--- src/verilog/rxm_pkg.sv ---
`default_nettype none
package rxm_pkg;
	// Register byte offsets on the Avalon-MM slave.
	localparam logic [4:0] RXM_OFS_CTRL = 5'h00;
	localparam logic [4:0] RXM_OFS_STATUS = 5'h04;
	localparam logic [4:0] RXM_OFS_BPV = 5'h08;
	localparam logic [4:0] RXM_OFS_IRQ_STAT = 5'h0c;
	localparam logic [4:0] RXM_OFS_IRQ_MASK = 5'h10;
	localparam int RXM_ADDR_W = 5;
	localparam int RXM_DATA_W = 32;

	// Control register field positions.
	localparam int RXM_CTRL_LIU_EN = 0;
	localparam int RXM_CTRL_MODE_LO = 1;
	localparam int RXM_CTRL_OHM = 3;
	localparam int RXM_CTRL_REF_SEL = 4;
	localparam int RXM_CTRL_CLK_INV = 5;
	localparam int RXM_CTRL_POS_INV = 6;
	localparam int RXM_CTRL_NEG_INV = 7;
	localparam int RXM_CTRL_W = 8;
	localparam logic [7:0] RXM_CTRL_RESET = 8'h00;

	// Line code field values.
	localparam logic [1:0] RXM_LINE_B3ZS = 2'h0;
	localparam logic [1:0] RXM_LINE_HDB3 = 2'h1;
	localparam logic [1:0] RXM_LINE_AMI = 2'h2;
	localparam logic [1:0] RXM_LINE_UNI = 2'h3;

	// Interrupt status bit positions.
	localparam int RXM_IRQ_VIOL = 0;
	localparam int RXM_IRQ_OVHD = 1;
	localparam int RXM_IRQ_WRAP = 2;
	localparam int RXM_IRQ_BOTH = 3;
	localparam int RXM_IRQ_W = 4;
	localparam logic [3:0] RXM_IRQ_RESET = 4'h0;

	localparam int RXM_BPV_W = 16;
	localparam logic [15:0] RXM_BPV_RESET = 16'h0000;
	localparam int RXM_SYNC_W = 4;
	localparam logic [3:0] RXM_SYNC_RESET = 4'h0;

	typedef enum {
		RXM_INTERP_BIPOLAR,
		RXM_INTERP_UNIPOLAR,
		RXM_INTERP_OHM,
		RXM_INTERP_LIU
	} rxm_interp_t;

	typedef struct packed {
		logic neg_inv;
		logic pos_inv;
		logic clk_inv;
		logic ref_sel;
		logic ohm_mode;
		logic [1:0] line_mode;
		logic liu_en;
	} rxm_cfg_t;

	typedef struct packed {
		logic strobe;
		logic pos_pulse;
		logic neg_pulse;
		logic data;
		logic data_valid;
		logic violation;
	} rxm_sample_t;
endpackage
`default_nettype wire

--- src/verilog/rxm_bpv_counter.sv ---
`timescale 1ns/1ps
`default_nettype none
module rxm_bpv_counter
	import rxm_pkg::*;
(
	input wire logic clock,
	input wire logic srst,
	input wire logic clk_en,
	input wire logic clear,
	input wire logic inc,
	output logic [RXM_BPV_W-1:0] count,
	output logic wrap
);
	logic [RXM_BPV_W-1:0] count_r;
	logic [RXM_BPV_W-1:0] count_nxt;
	logic wrap_r;
	wire logic [RXM_BPV_W-1:0] base = clear ? RXM_BPV_RESET : count_r;
	wire logic at_max = &count_r;

	// An increment in the clearing cycle is kept, so no violation is lost.
	assign count_nxt = inc ? base + 1'b1 : base;

	always_ff @(posedge clock) begin
		if (srst) begin
			count_r <= RXM_BPV_RESET;
			wrap_r <= 1'b0;
		end else if (clk_en) begin
			count_r <= count_nxt;
			wrap_r <= inc & ~clear & at_max;
		end
	end

	assign count = count_r;
	assign wrap = wrap_r;
endmodule
`default_nettype wire

--- src/verilog/rxm_line_input.sv ---
`timescale 1ns/1ps
`default_nettype none
module rxm_line_input
	import rxm_pkg::*;
(
	input wire logic clock,
	input wire logic srst,
	input wire logic clk_en,
	input wire logic [RXM_ADDR_W-1:0] avs_address,
	input wire logic avs_read,
	input wire logic avs_write,
	input wire logic [RXM_DATA_W-1:0] avs_writedata,
	input wire logic [3:0] avs_byteenable,
	output logic [RXM_DATA_W-1:0] avs_readdata,
	output logic avs_waitrequest,
	input wire logic rx_line_clock_in,
	input wire logic rx_positive_pulse_in,
	input wire logic rx_negative_pulse_in,
	input wire logic rx_recovered_clock_out,
	output var rxm_sample_t rx_sample,
	output logic [RXM_BPV_W-1:0] bpv_count,
	output logic irq
);
	// Configuration and status state.
	rxm_cfg_t cfg_r;
	rxm_cfg_t cfg_nxt;
	logic [RXM_IRQ_W-1:0] irq_stat_r;
	logic [RXM_IRQ_W-1:0] irq_stat_nxt;
	logic [RXM_IRQ_W-1:0] irq_mask_r;
	logic [RXM_IRQ_W-1:0] irq_mask_nxt;
	logic ack_r;
	logic [RXM_DATA_W-1:0] rdata_r;
	logic [RXM_DATA_W-1:0] rdata_nxt;

	// Sampling state.
	logic ref_prev_r;
	rxm_sample_t sample_r;
	rxm_sample_t sample_nxt;
	rxm_interp_t interp;

	// Synchronised pins, in order {recovered, line clock, negative, positive}.
	logic [RXM_SYNC_W-1:0] pins_async;
	logic [RXM_SYNC_W-1:0] pins_sync;
	logic [RXM_BPV_W-1:0] bpv_cnt;
	logic bpv_wrap;

	function automatic logic [1:0] interp_code(input rxm_interp_t i);
		case (i)
			RXM_INTERP_BIPOLAR: interp_code = 2'h0;
			RXM_INTERP_UNIPOLAR: interp_code = 2'h1;
			RXM_INTERP_OHM: interp_code = 2'h2;
			RXM_INTERP_LIU: interp_code = 2'h3;
			default: interp_code = 2'h0;
		endcase
	endfunction

	function automatic logic reg_hit(
		input logic [RXM_ADDR_W-1:0] addr,
		input logic [RXM_ADDR_W-1:0] ofs
	);
		reg_hit = (addr == ofs);
	endfunction

	// ------------------------------------------------------------------
	// Pin synchronisers. Every pin is asynchronous to the system clock.
	// ------------------------------------------------------------------
	assign pins_async = {
		rx_recovered_clock_out,
		rx_line_clock_in,
		rx_negative_pulse_in,
		rx_positive_pulse_in
	};

	rxm_sync2 u_sync (
		.clock(clock),
		.srst(srst),
		.clk_en(clk_en),
		.async_in(pins_async),
		.sync_out(pins_sync)
	);

	wire logic pos_sync = pins_sync[0];
	wire logic neg_sync = pins_sync[1];
	wire logic line_clk_sync = pins_sync[2];
	wire logic rec_clk_sync = pins_sync[3];

	// ------------------------------------------------------------------
	// Interpretation of the multiplexed pins.
	// ------------------------------------------------------------------
	wire logic mode_uni = (cfg_r.line_mode == RXM_LINE_UNI);

	// The unit enable outranks the mask framing, which outranks the line
	// code, so exactly one interpretation is ever in force.
	always_comb begin
		if (cfg_r.liu_en) begin
			interp = RXM_INTERP_LIU;
		end else if (cfg_r.ohm_mode) begin
			interp = RXM_INTERP_OHM;
		end else if (mode_uni) begin
			interp = RXM_INTERP_UNIPOLAR;
		end else begin
			interp = RXM_INTERP_BIPOLAR;
		end
	end

	// ------------------------------------------------------------------
	// Reference clock selection and edge detection.
	// ------------------------------------------------------------------
	// While the internal unit runs the line clock pin is not looked at; the
	// recovered clock then always times the port.
	wire logic use_recovered = cfg_r.liu_en | cfg_r.ref_sel;
	wire logic ref_raw = use_recovered ? rec_clk_sync : line_clk_sync;
	wire logic ref_level = ref_raw ^ cfg_r.clk_inv;

	// Inverting the clock turns its falling edge into the sampling edge.
	wire logic ref_edge = ref_level & ~ref_prev_r;

	// Data polarity is undone before any interpretation.
	wire logic pos_bit = pos_sync ^ cfg_r.pos_inv;
	wire logic neg_bit = neg_sync ^ cfg_r.neg_inv;

	always_ff @(posedge clock) begin
		if (srst) begin
			ref_prev_r <= 1'b0;
		end else if (clk_en) begin
			ref_prev_r <= ref_level;
		end
	end

	// ------------------------------------------------------------------
	// Sample decode. Data pins pass the same two stages as the clock, so
	// the bit taken at the detected edge is the one the source set up
	// before that edge.
	// ------------------------------------------------------------------
	always_comb begin
		sample_nxt = '0;
		sample_nxt.strobe = ref_edge & (interp != RXM_INTERP_LIU);
		case (interp)
			RXM_INTERP_BIPOLAR: begin
				sample_nxt.pos_pulse = ref_edge & pos_bit;
				sample_nxt.neg_pulse = ref_edge & neg_bit;
			end
			RXM_INTERP_UNIPOLAR: begin
				sample_nxt.data = pos_bit;
				sample_nxt.data_valid = ref_edge;
				sample_nxt.violation = ref_edge & neg_bit;
			end
			RXM_INTERP_OHM: begin
				sample_nxt.data = pos_bit;
				// Overhead bits are marked and not passed on.
				sample_nxt.data_valid = ref_edge & ~neg_bit;
			end
			RXM_INTERP_LIU: begin
				// Pins carry nothing while the internal unit is in use.
				sample_nxt = '0;
			end
			default: begin
				sample_nxt = '0;
			end
		endcase
	end

	always_ff @(posedge clock) begin
		if (srst) begin
			sample_r <= '0;
		end else if (clk_en) begin
			sample_r <= sample_nxt;
		end
	end

	assign rx_sample = sample_r;

	// ------------------------------------------------------------------
	// Register bus. Each access is answered on the second edge after it
	// is presented; writes take effect at that answering edge.
	// ------------------------------------------------------------------
	wire logic bus_req = avs_read | avs_write;
	wire logic wr_done = avs_write & ack_r;
	wire logic hit_ctrl = reg_hit(avs_address, RXM_OFS_CTRL);
	wire logic hit_status = reg_hit(avs_address, RXM_OFS_STATUS);
	wire logic hit_bpv = reg_hit(avs_address, RXM_OFS_BPV);
	wire logic hit_stat = reg_hit(avs_address, RXM_OFS_IRQ_STAT);
	wire logic hit_mask = reg_hit(avs_address, RXM_OFS_IRQ_MASK);
	wire logic be_low = avs_byteenable[0];
	wire logic [RXM_IRQ_W-1:0] wr_irq_bits = avs_writedata[RXM_IRQ_W-1:0];

	assign avs_waitrequest = bus_req & ~ack_r;

	always_comb begin
		rdata_nxt = '0;
		if (hit_ctrl) begin
			rdata_nxt[RXM_CTRL_W-1:0] = cfg_r;
		end else if (hit_status) begin
			rdata_nxt[1:0] = interp_code(interp);
			rdata_nxt[2] = ref_level;
			rdata_nxt[3] = pos_bit;
			rdata_nxt[4] = neg_bit;
		end else if (hit_bpv) begin
			rdata_nxt[RXM_BPV_W-1:0] = bpv_cnt;
		end else if (hit_stat) begin
			rdata_nxt[RXM_IRQ_W-1:0] = irq_stat_r;
		end else if (hit_mask) begin
			rdata_nxt[RXM_IRQ_W-1:0] = irq_mask_r;
		end
	end

	always_comb begin
		cfg_nxt = cfg_r;
		if (wr_done & hit_ctrl & be_low) begin
			cfg_nxt = avs_writedata[RXM_CTRL_W-1:0];
		end
	end

	always_comb begin
		irq_mask_nxt = irq_mask_r;
		if (wr_done & hit_mask & be_low) begin
			irq_mask_nxt = wr_irq_bits;
		end
	end

	always_ff @(posedge clock) begin
		if (srst) begin
			ack_r <= 1'b0;
			rdata_r <= '0;
			cfg_r <= RXM_CTRL_RESET;
			irq_mask_r <= RXM_IRQ_RESET;
		end else if (clk_en) begin
			ack_r <= bus_req & ~ack_r;
			if (avs_read & ~ack_r) begin
				rdata_r <= rdata_nxt;
			end
			cfg_r <= cfg_nxt;
			irq_mask_r <= irq_mask_nxt;
		end
	end

	assign avs_readdata = rdata_r;

	// ------------------------------------------------------------------
	// Violation counter. A write of any value to its offset clears it.
	// ------------------------------------------------------------------
	wire logic bpv_clear = wr_done & hit_bpv;

	rxm_bpv_counter u_bpv (
		.clock(clock),
		.srst(srst),
		.clk_en(clk_en),
		.clear(bpv_clear),
		.inc(sample_r.violation),
		.count(bpv_cnt),
		.wrap(bpv_wrap)
	);

	assign bpv_count = bpv_cnt;

	// ------------------------------------------------------------------
	// Interrupt events, sticky until a one is written back.
	// ------------------------------------------------------------------
	logic [RXM_IRQ_W-1:0] irq_events;

	always_comb begin
		irq_events = '0;
		irq_events[RXM_IRQ_VIOL] = sample_r.violation;
		irq_events[RXM_IRQ_OVHD] = sample_r.strobe & ~sample_r.data_valid
			& (interp == RXM_INTERP_OHM);
		irq_events[RXM_IRQ_WRAP] = bpv_wrap;
		// Both pulse inputs high at once cannot come from a sane bipolar
		// receiver; it is flagged rather than silently passed on.
		irq_events[RXM_IRQ_BOTH] = sample_r.pos_pulse & sample_r.neg_pulse;
	end

	wire logic [RXM_IRQ_W-1:0] irq_clr =
		(wr_done & hit_stat & be_low) ? wr_irq_bits : RXM_IRQ_RESET;

	// A new event in the clearing cycle outranks the clear.
	assign irq_stat_nxt = (irq_stat_r & ~irq_clr) | irq_events;

	always_ff @(posedge clock) begin
		if (srst) begin
			irq_stat_r <= RXM_IRQ_RESET;
		end else if (clk_en) begin
			irq_stat_r <= irq_stat_nxt;
		end
	end

	assign irq = |(irq_stat_r & irq_mask_r);
endmodule
`default_nettype wire

--- src/verilog/rxm_sync2.sv ---
`timescale 1ns/1ps
`default_nettype none
module rxm_sync2
	import rxm_pkg::*;
(
	input wire logic clock,
	input wire logic srst,
	input wire logic clk_en,
	input wire logic [RXM_SYNC_W-1:0] async_in,
	output logic [RXM_SYNC_W-1:0] sync_out
);
	logic [RXM_SYNC_W-1:0] meta_r;
	logic [RXM_SYNC_W-1:0] sync_r;

	// Only the second stage is visible outside; the first may be metastable.
	always_ff @(posedge clock) begin
		if (srst) begin
			meta_r <= RXM_SYNC_RESET;
			sync_r <= RXM_SYNC_RESET;
		end else if (clk_en) begin
			meta_r <= async_in;
			sync_r <= meta_r;
		end
	end

	assign sync_out = sync_r;
endmodule
`default_nettype wire
--- config.mk ---
export PLATFORM = sky130hd
export DESIGN_NAME = rxm_line_input
export DESIGN_NICKNAME = d
export VERILOG_FILES = /design/src/verilog/rxm_pkg.sv /design/src/verilog/rxm_bpv_counter.sv /design/src/verilog/rxm_line_input.sv /design/src/verilog/rxm_sync2.sv
export SDC_FILE = /design/constraint.sdc
export NUM_CORES = 1
export LEC_CHECK = 0
export BUFFER_PORTS_ARGS = -buffer_cell sky130_fd_sc_hd__buf_2
export CAP_MARGIN = 10
export CORE_MARGIN = 2
export CORE_UTILIZATION = 55
export CTS_BUF_LIST = sky130_fd_sc_hd__clkbuf_4 sky130_fd_sc_hd__clkbuf_8
export CTS_CLUSTER_DIAMETER = 60
export DETAILED_ROUTE_END_ITERATION = 7
export PLACE_DENSITY = 0.95
export SETUP_SLACK_MARGIN = 0.5
export SLEW_MARGIN = 20
export SYNTH_ARGS = -nofsm -noshare
export SYNTH_HDL_FRONTEND = slang
export SYNTH_SLANG_ARGS = --single-unit
--- constraint.sdc ---
create_clock -name clock -period 3.7 [get_ports clock]
set_input_delay 0 -clock clock [delete_from_list [all_inputs] [get_ports clock]]
set_output_delay 0 -clock clock [all_outputs]
set_load 0.02 [all_outputs]
==> flow_summary.ini <==
[timing]
fin_setup_tns_ps = 0
hold_viol_final = 0
final-setup-viol-count = 0
whs_ps = 46.4
min_period_ps = 2170
worst_pin_slew_ps = 1070
timing.max_slew.rel_slack = 0.287
post-route-period-util = 0.587
fmax_mhz = 461
rsz0062_at_grt = false
slew_violations = 0
fin_skew_ps = 8.55

[critical_path]
cp_max_fo = 6
required_ps = 3930
critPathKind = flip-flop to flip-flop
critical_path.top_delay_family = simple AND/OR/NAND/NOR gates
slowest_stage = a211o_1
arrival_ps = 2400
crit_path_cell_trace = and4b_4 > nand2_1 > and2_1 > ha_1 > nand3_1 > a211o_1 > nor3_1 > xor2_1 > nor2_1
worst-path-buf-inv = 0
startpoint_type = flip-flop
worstReg2RegStart = ack_r
r2r-end = u_bpv.count[12]
r2r_cells = 9
cpPeakStageDelay_ps = 380
r2r_slack_ps = 1530
end_kind = flip-flop

[run_status]
status = finished clean

[clocking]
cts_resized = 0
root_buffer = clkbuf_8
post_cts_buffers = 0
insertion_delay_ps = 350
clkTransAtPathRegs_ps = 80
cts_sinks = 65
cts_made_buffers = 9
clk_path_buf_depth = 2
htreeDepth = 3
cts_tree = built

[routing]
dr.pass1.iters = 5
drt_iter0_drc = 390
drt_wl_total_um = 8270
drc = 0
antenna_left = 0
avgViaCountPerCell = 5.95
via_count = 3036
wl_per_cell_um = 16.2

[floorplan]
die_h_um = 79.3
dieArea_mm2 = 0.00629
floorplan.initialDensity = 0.567
ioPinCount = 106
core_area_mm2 = 0.00551
row_count = 27
die_w_um = 79.3

[power_and_ir_drop]
vdd_ir_drop_max_v = 0.000254
p_per_area_mw_per_mm2 = 392
p_leak_nw = 1.51

[worst_hold_path]
hp-class = input pin to flip-flop
hold_end = u_bpv.count[5]
hold_path_depth = 2
min_from = srst

[cells_and_area]
layout_commonest_cell = dfxtp_1
drive_above_1_share = 0.205
nets = 484
diodes = 0
area_delta_synth_final_pct = 19.0
final_cell_mix = dfxtp_1, buf_2, nor2_1, nand2_1, a21oi_1
fillers = 391

[logic_synthesis]
syn-instance-count = 367
ys.flop_type = dfxtp_1
synth_edf_count = 0
ys.warnings.count = 0
avgSynthCellArea_um2 = 8.50
ys_types = 60
synthArstFlopShare = 0
synth-seq-cells = 65
syn_area_mm2 = 0.00312
yosysSeqAreaShare = 0.417

[job]
maxCapViolCount = 0

[grt]
grt_max_degree = 66
grt_pass1_wl_um = 13000
grt_overflow = 0
grt_antenna_before_repair = 0
grt_usage = 0.264
grt_pass1_vias = 2711

[place]
gp_congestion = 0.903
dp.final_hpwl_um = 5400
port_buffers = 62
synthesized netlist by cell type (2+ instances only):
library cell	count	share of area
nor2_1	56	0.067
clkbuf_1	12	0.014
nand3b_1	3	0.0072
buf_4	18	0.043
nand2b_1	4	0.0080
a21oi_1	23	0.037
nor4_1	2	0.0040
or3_1	3	0.0060
buf_1	3	0.0036
nand3_1	13	0.021
a21bo_2	3	0.0096
o21a_1	2	0.0048
and4_1	3	0.0084
a221oi_1	3	0.0084
inv_1	4	0.0048
dfxtp_1	65	0.42
nor2b_1	2	0.0040
nor3b_1	2	0.0048
a211oi_1	3	0.0072
xnor2_1	6	0.017
o31a_1	2	0.0056
and2_1	5	0.010
or4_1	3	0.0072
nand2_1	42	0.051
xor2_1	9	0.025
o21ai_0	3	0.0048
mux2i_1	22	0.071
nor3_1	8	0.013
a32oi_1	4	0.011
a22oi_1	5	0.012
nand4_1	3	0.0060
o311ai_0	2	0.0056
nor4b_1	2	0.0056
metrics by stage:
| step | worst slack [ps] | power [W] | cells | util | instance area [um2] |
|---|---|---|---|---|---|
| 2_1_floorplan | 1710 | 0.000818 | 382 | - | 3180 |
| 3_3_place_gp | 1470 | 0.000833 | 481 | 0.612 | 3370 |
| 3_5_place_dp | 1380 | 0.000836 | 481 | 0.612 | 3370 |
| 4_1_cts | 1520 | 0.00145 | 509 | 0.671 | 3690 |
| 5_1_grt | 1290 | 0.00149 | 510 | 0.675 | 3710 |
| 6_report | 1530 | 0.00146 | 510 | 0.675 | 3710 |
how the worst max path moves through the flow:
stage	slack (ps)	to	depth (start not counted)	start
after CTS	1520	u_bpv.count[12]	9	ack_r
after global placement	1470	avs_readdata[3]	5	clk_en
final	1530	u_bpv.count[12]	9	ack_r
after global routing	1290	u_bpv.count[12]	9	ack_r
after detailed placement	1380	avs_readdata[3]	5	clk_en
after floorplan	1710	u_bpv.count[14]	5	u_bpv.count[7]
registers in the layout, summed over array words and instances, names as in the netlist:
signal / count
ack_r: 1
avs_readdata: 16
cfg_r: 8
irq_mask_r: 4
irq_stat_r: 4
ref_prev_r: 1
rx_sample: 6
u_bpv.count: 16
u_bpv.wrap: 1
u_sync.meta_r: 4
u_sync.sync_out: 4
cell type report:
| class | count | area (um2) | share of cell area |
|---|---|---|---|
| multi-input cells | 277 | 1650 | 0.444 |
| inverters | 5 | 18.8 | 0.00505 |
| clock inverters | 6 | 67.6 | 0.0182 |
| repair buffers | 75 | 450 | 0.121 |
| clock buffers | 10 | 138 | 0.0370 |
| flip-flops and latches | 65 | 1300 | 0.350 |
| well taps | 72 | 90.1 | 0.0243 |
power by group:
part           switching [W]  internal, W  total (W)
registers         0.00000612     0.000708   0.000714
logic              0.0000789    0.0000418   0.000121
clock network       0.000290     0.000330   0.000620
total               0.000375      0.00108    0.00146
routing by layer:
layer / share of wire / GRT usage / up-vias
li1: - / - / 1385
met1: 0.40 / 0.332 / 1401
met2: 0.46 / 0.418 / 216
met3: 0.10 / 0.0727 / 34
met4: 0.036 / 0.131 / 0
met5: 0 / 0 / -
what timing repair did:
| item | in CTS | in global routing |
|---|---|---|
| hold buffers | 12 | 0 |
| endpoints found under the hold margin | 20 | 0 |
| setup endpoints to repair | 0 | 0 |
cells by family (layout without fill, tap and decap cells):
logic type / count (synthesis) / in the layout / synth area share
compound gates: 63 / 63 / 0.142
xor+xnor: 15 / 15 / 0.0421
fa+ha+maj: 1 / 1 / 0.00401
buf+inv: 40 / 96 / 0.0726
flops: 65 / 65 / 0.417
simple gates: 159 / 159 / 0.247
other cells: 1 / 16 / 0.00120
mux: 23 / 23 / 0.0742
No activity file was read; power rests on OpenSTA's default activity.
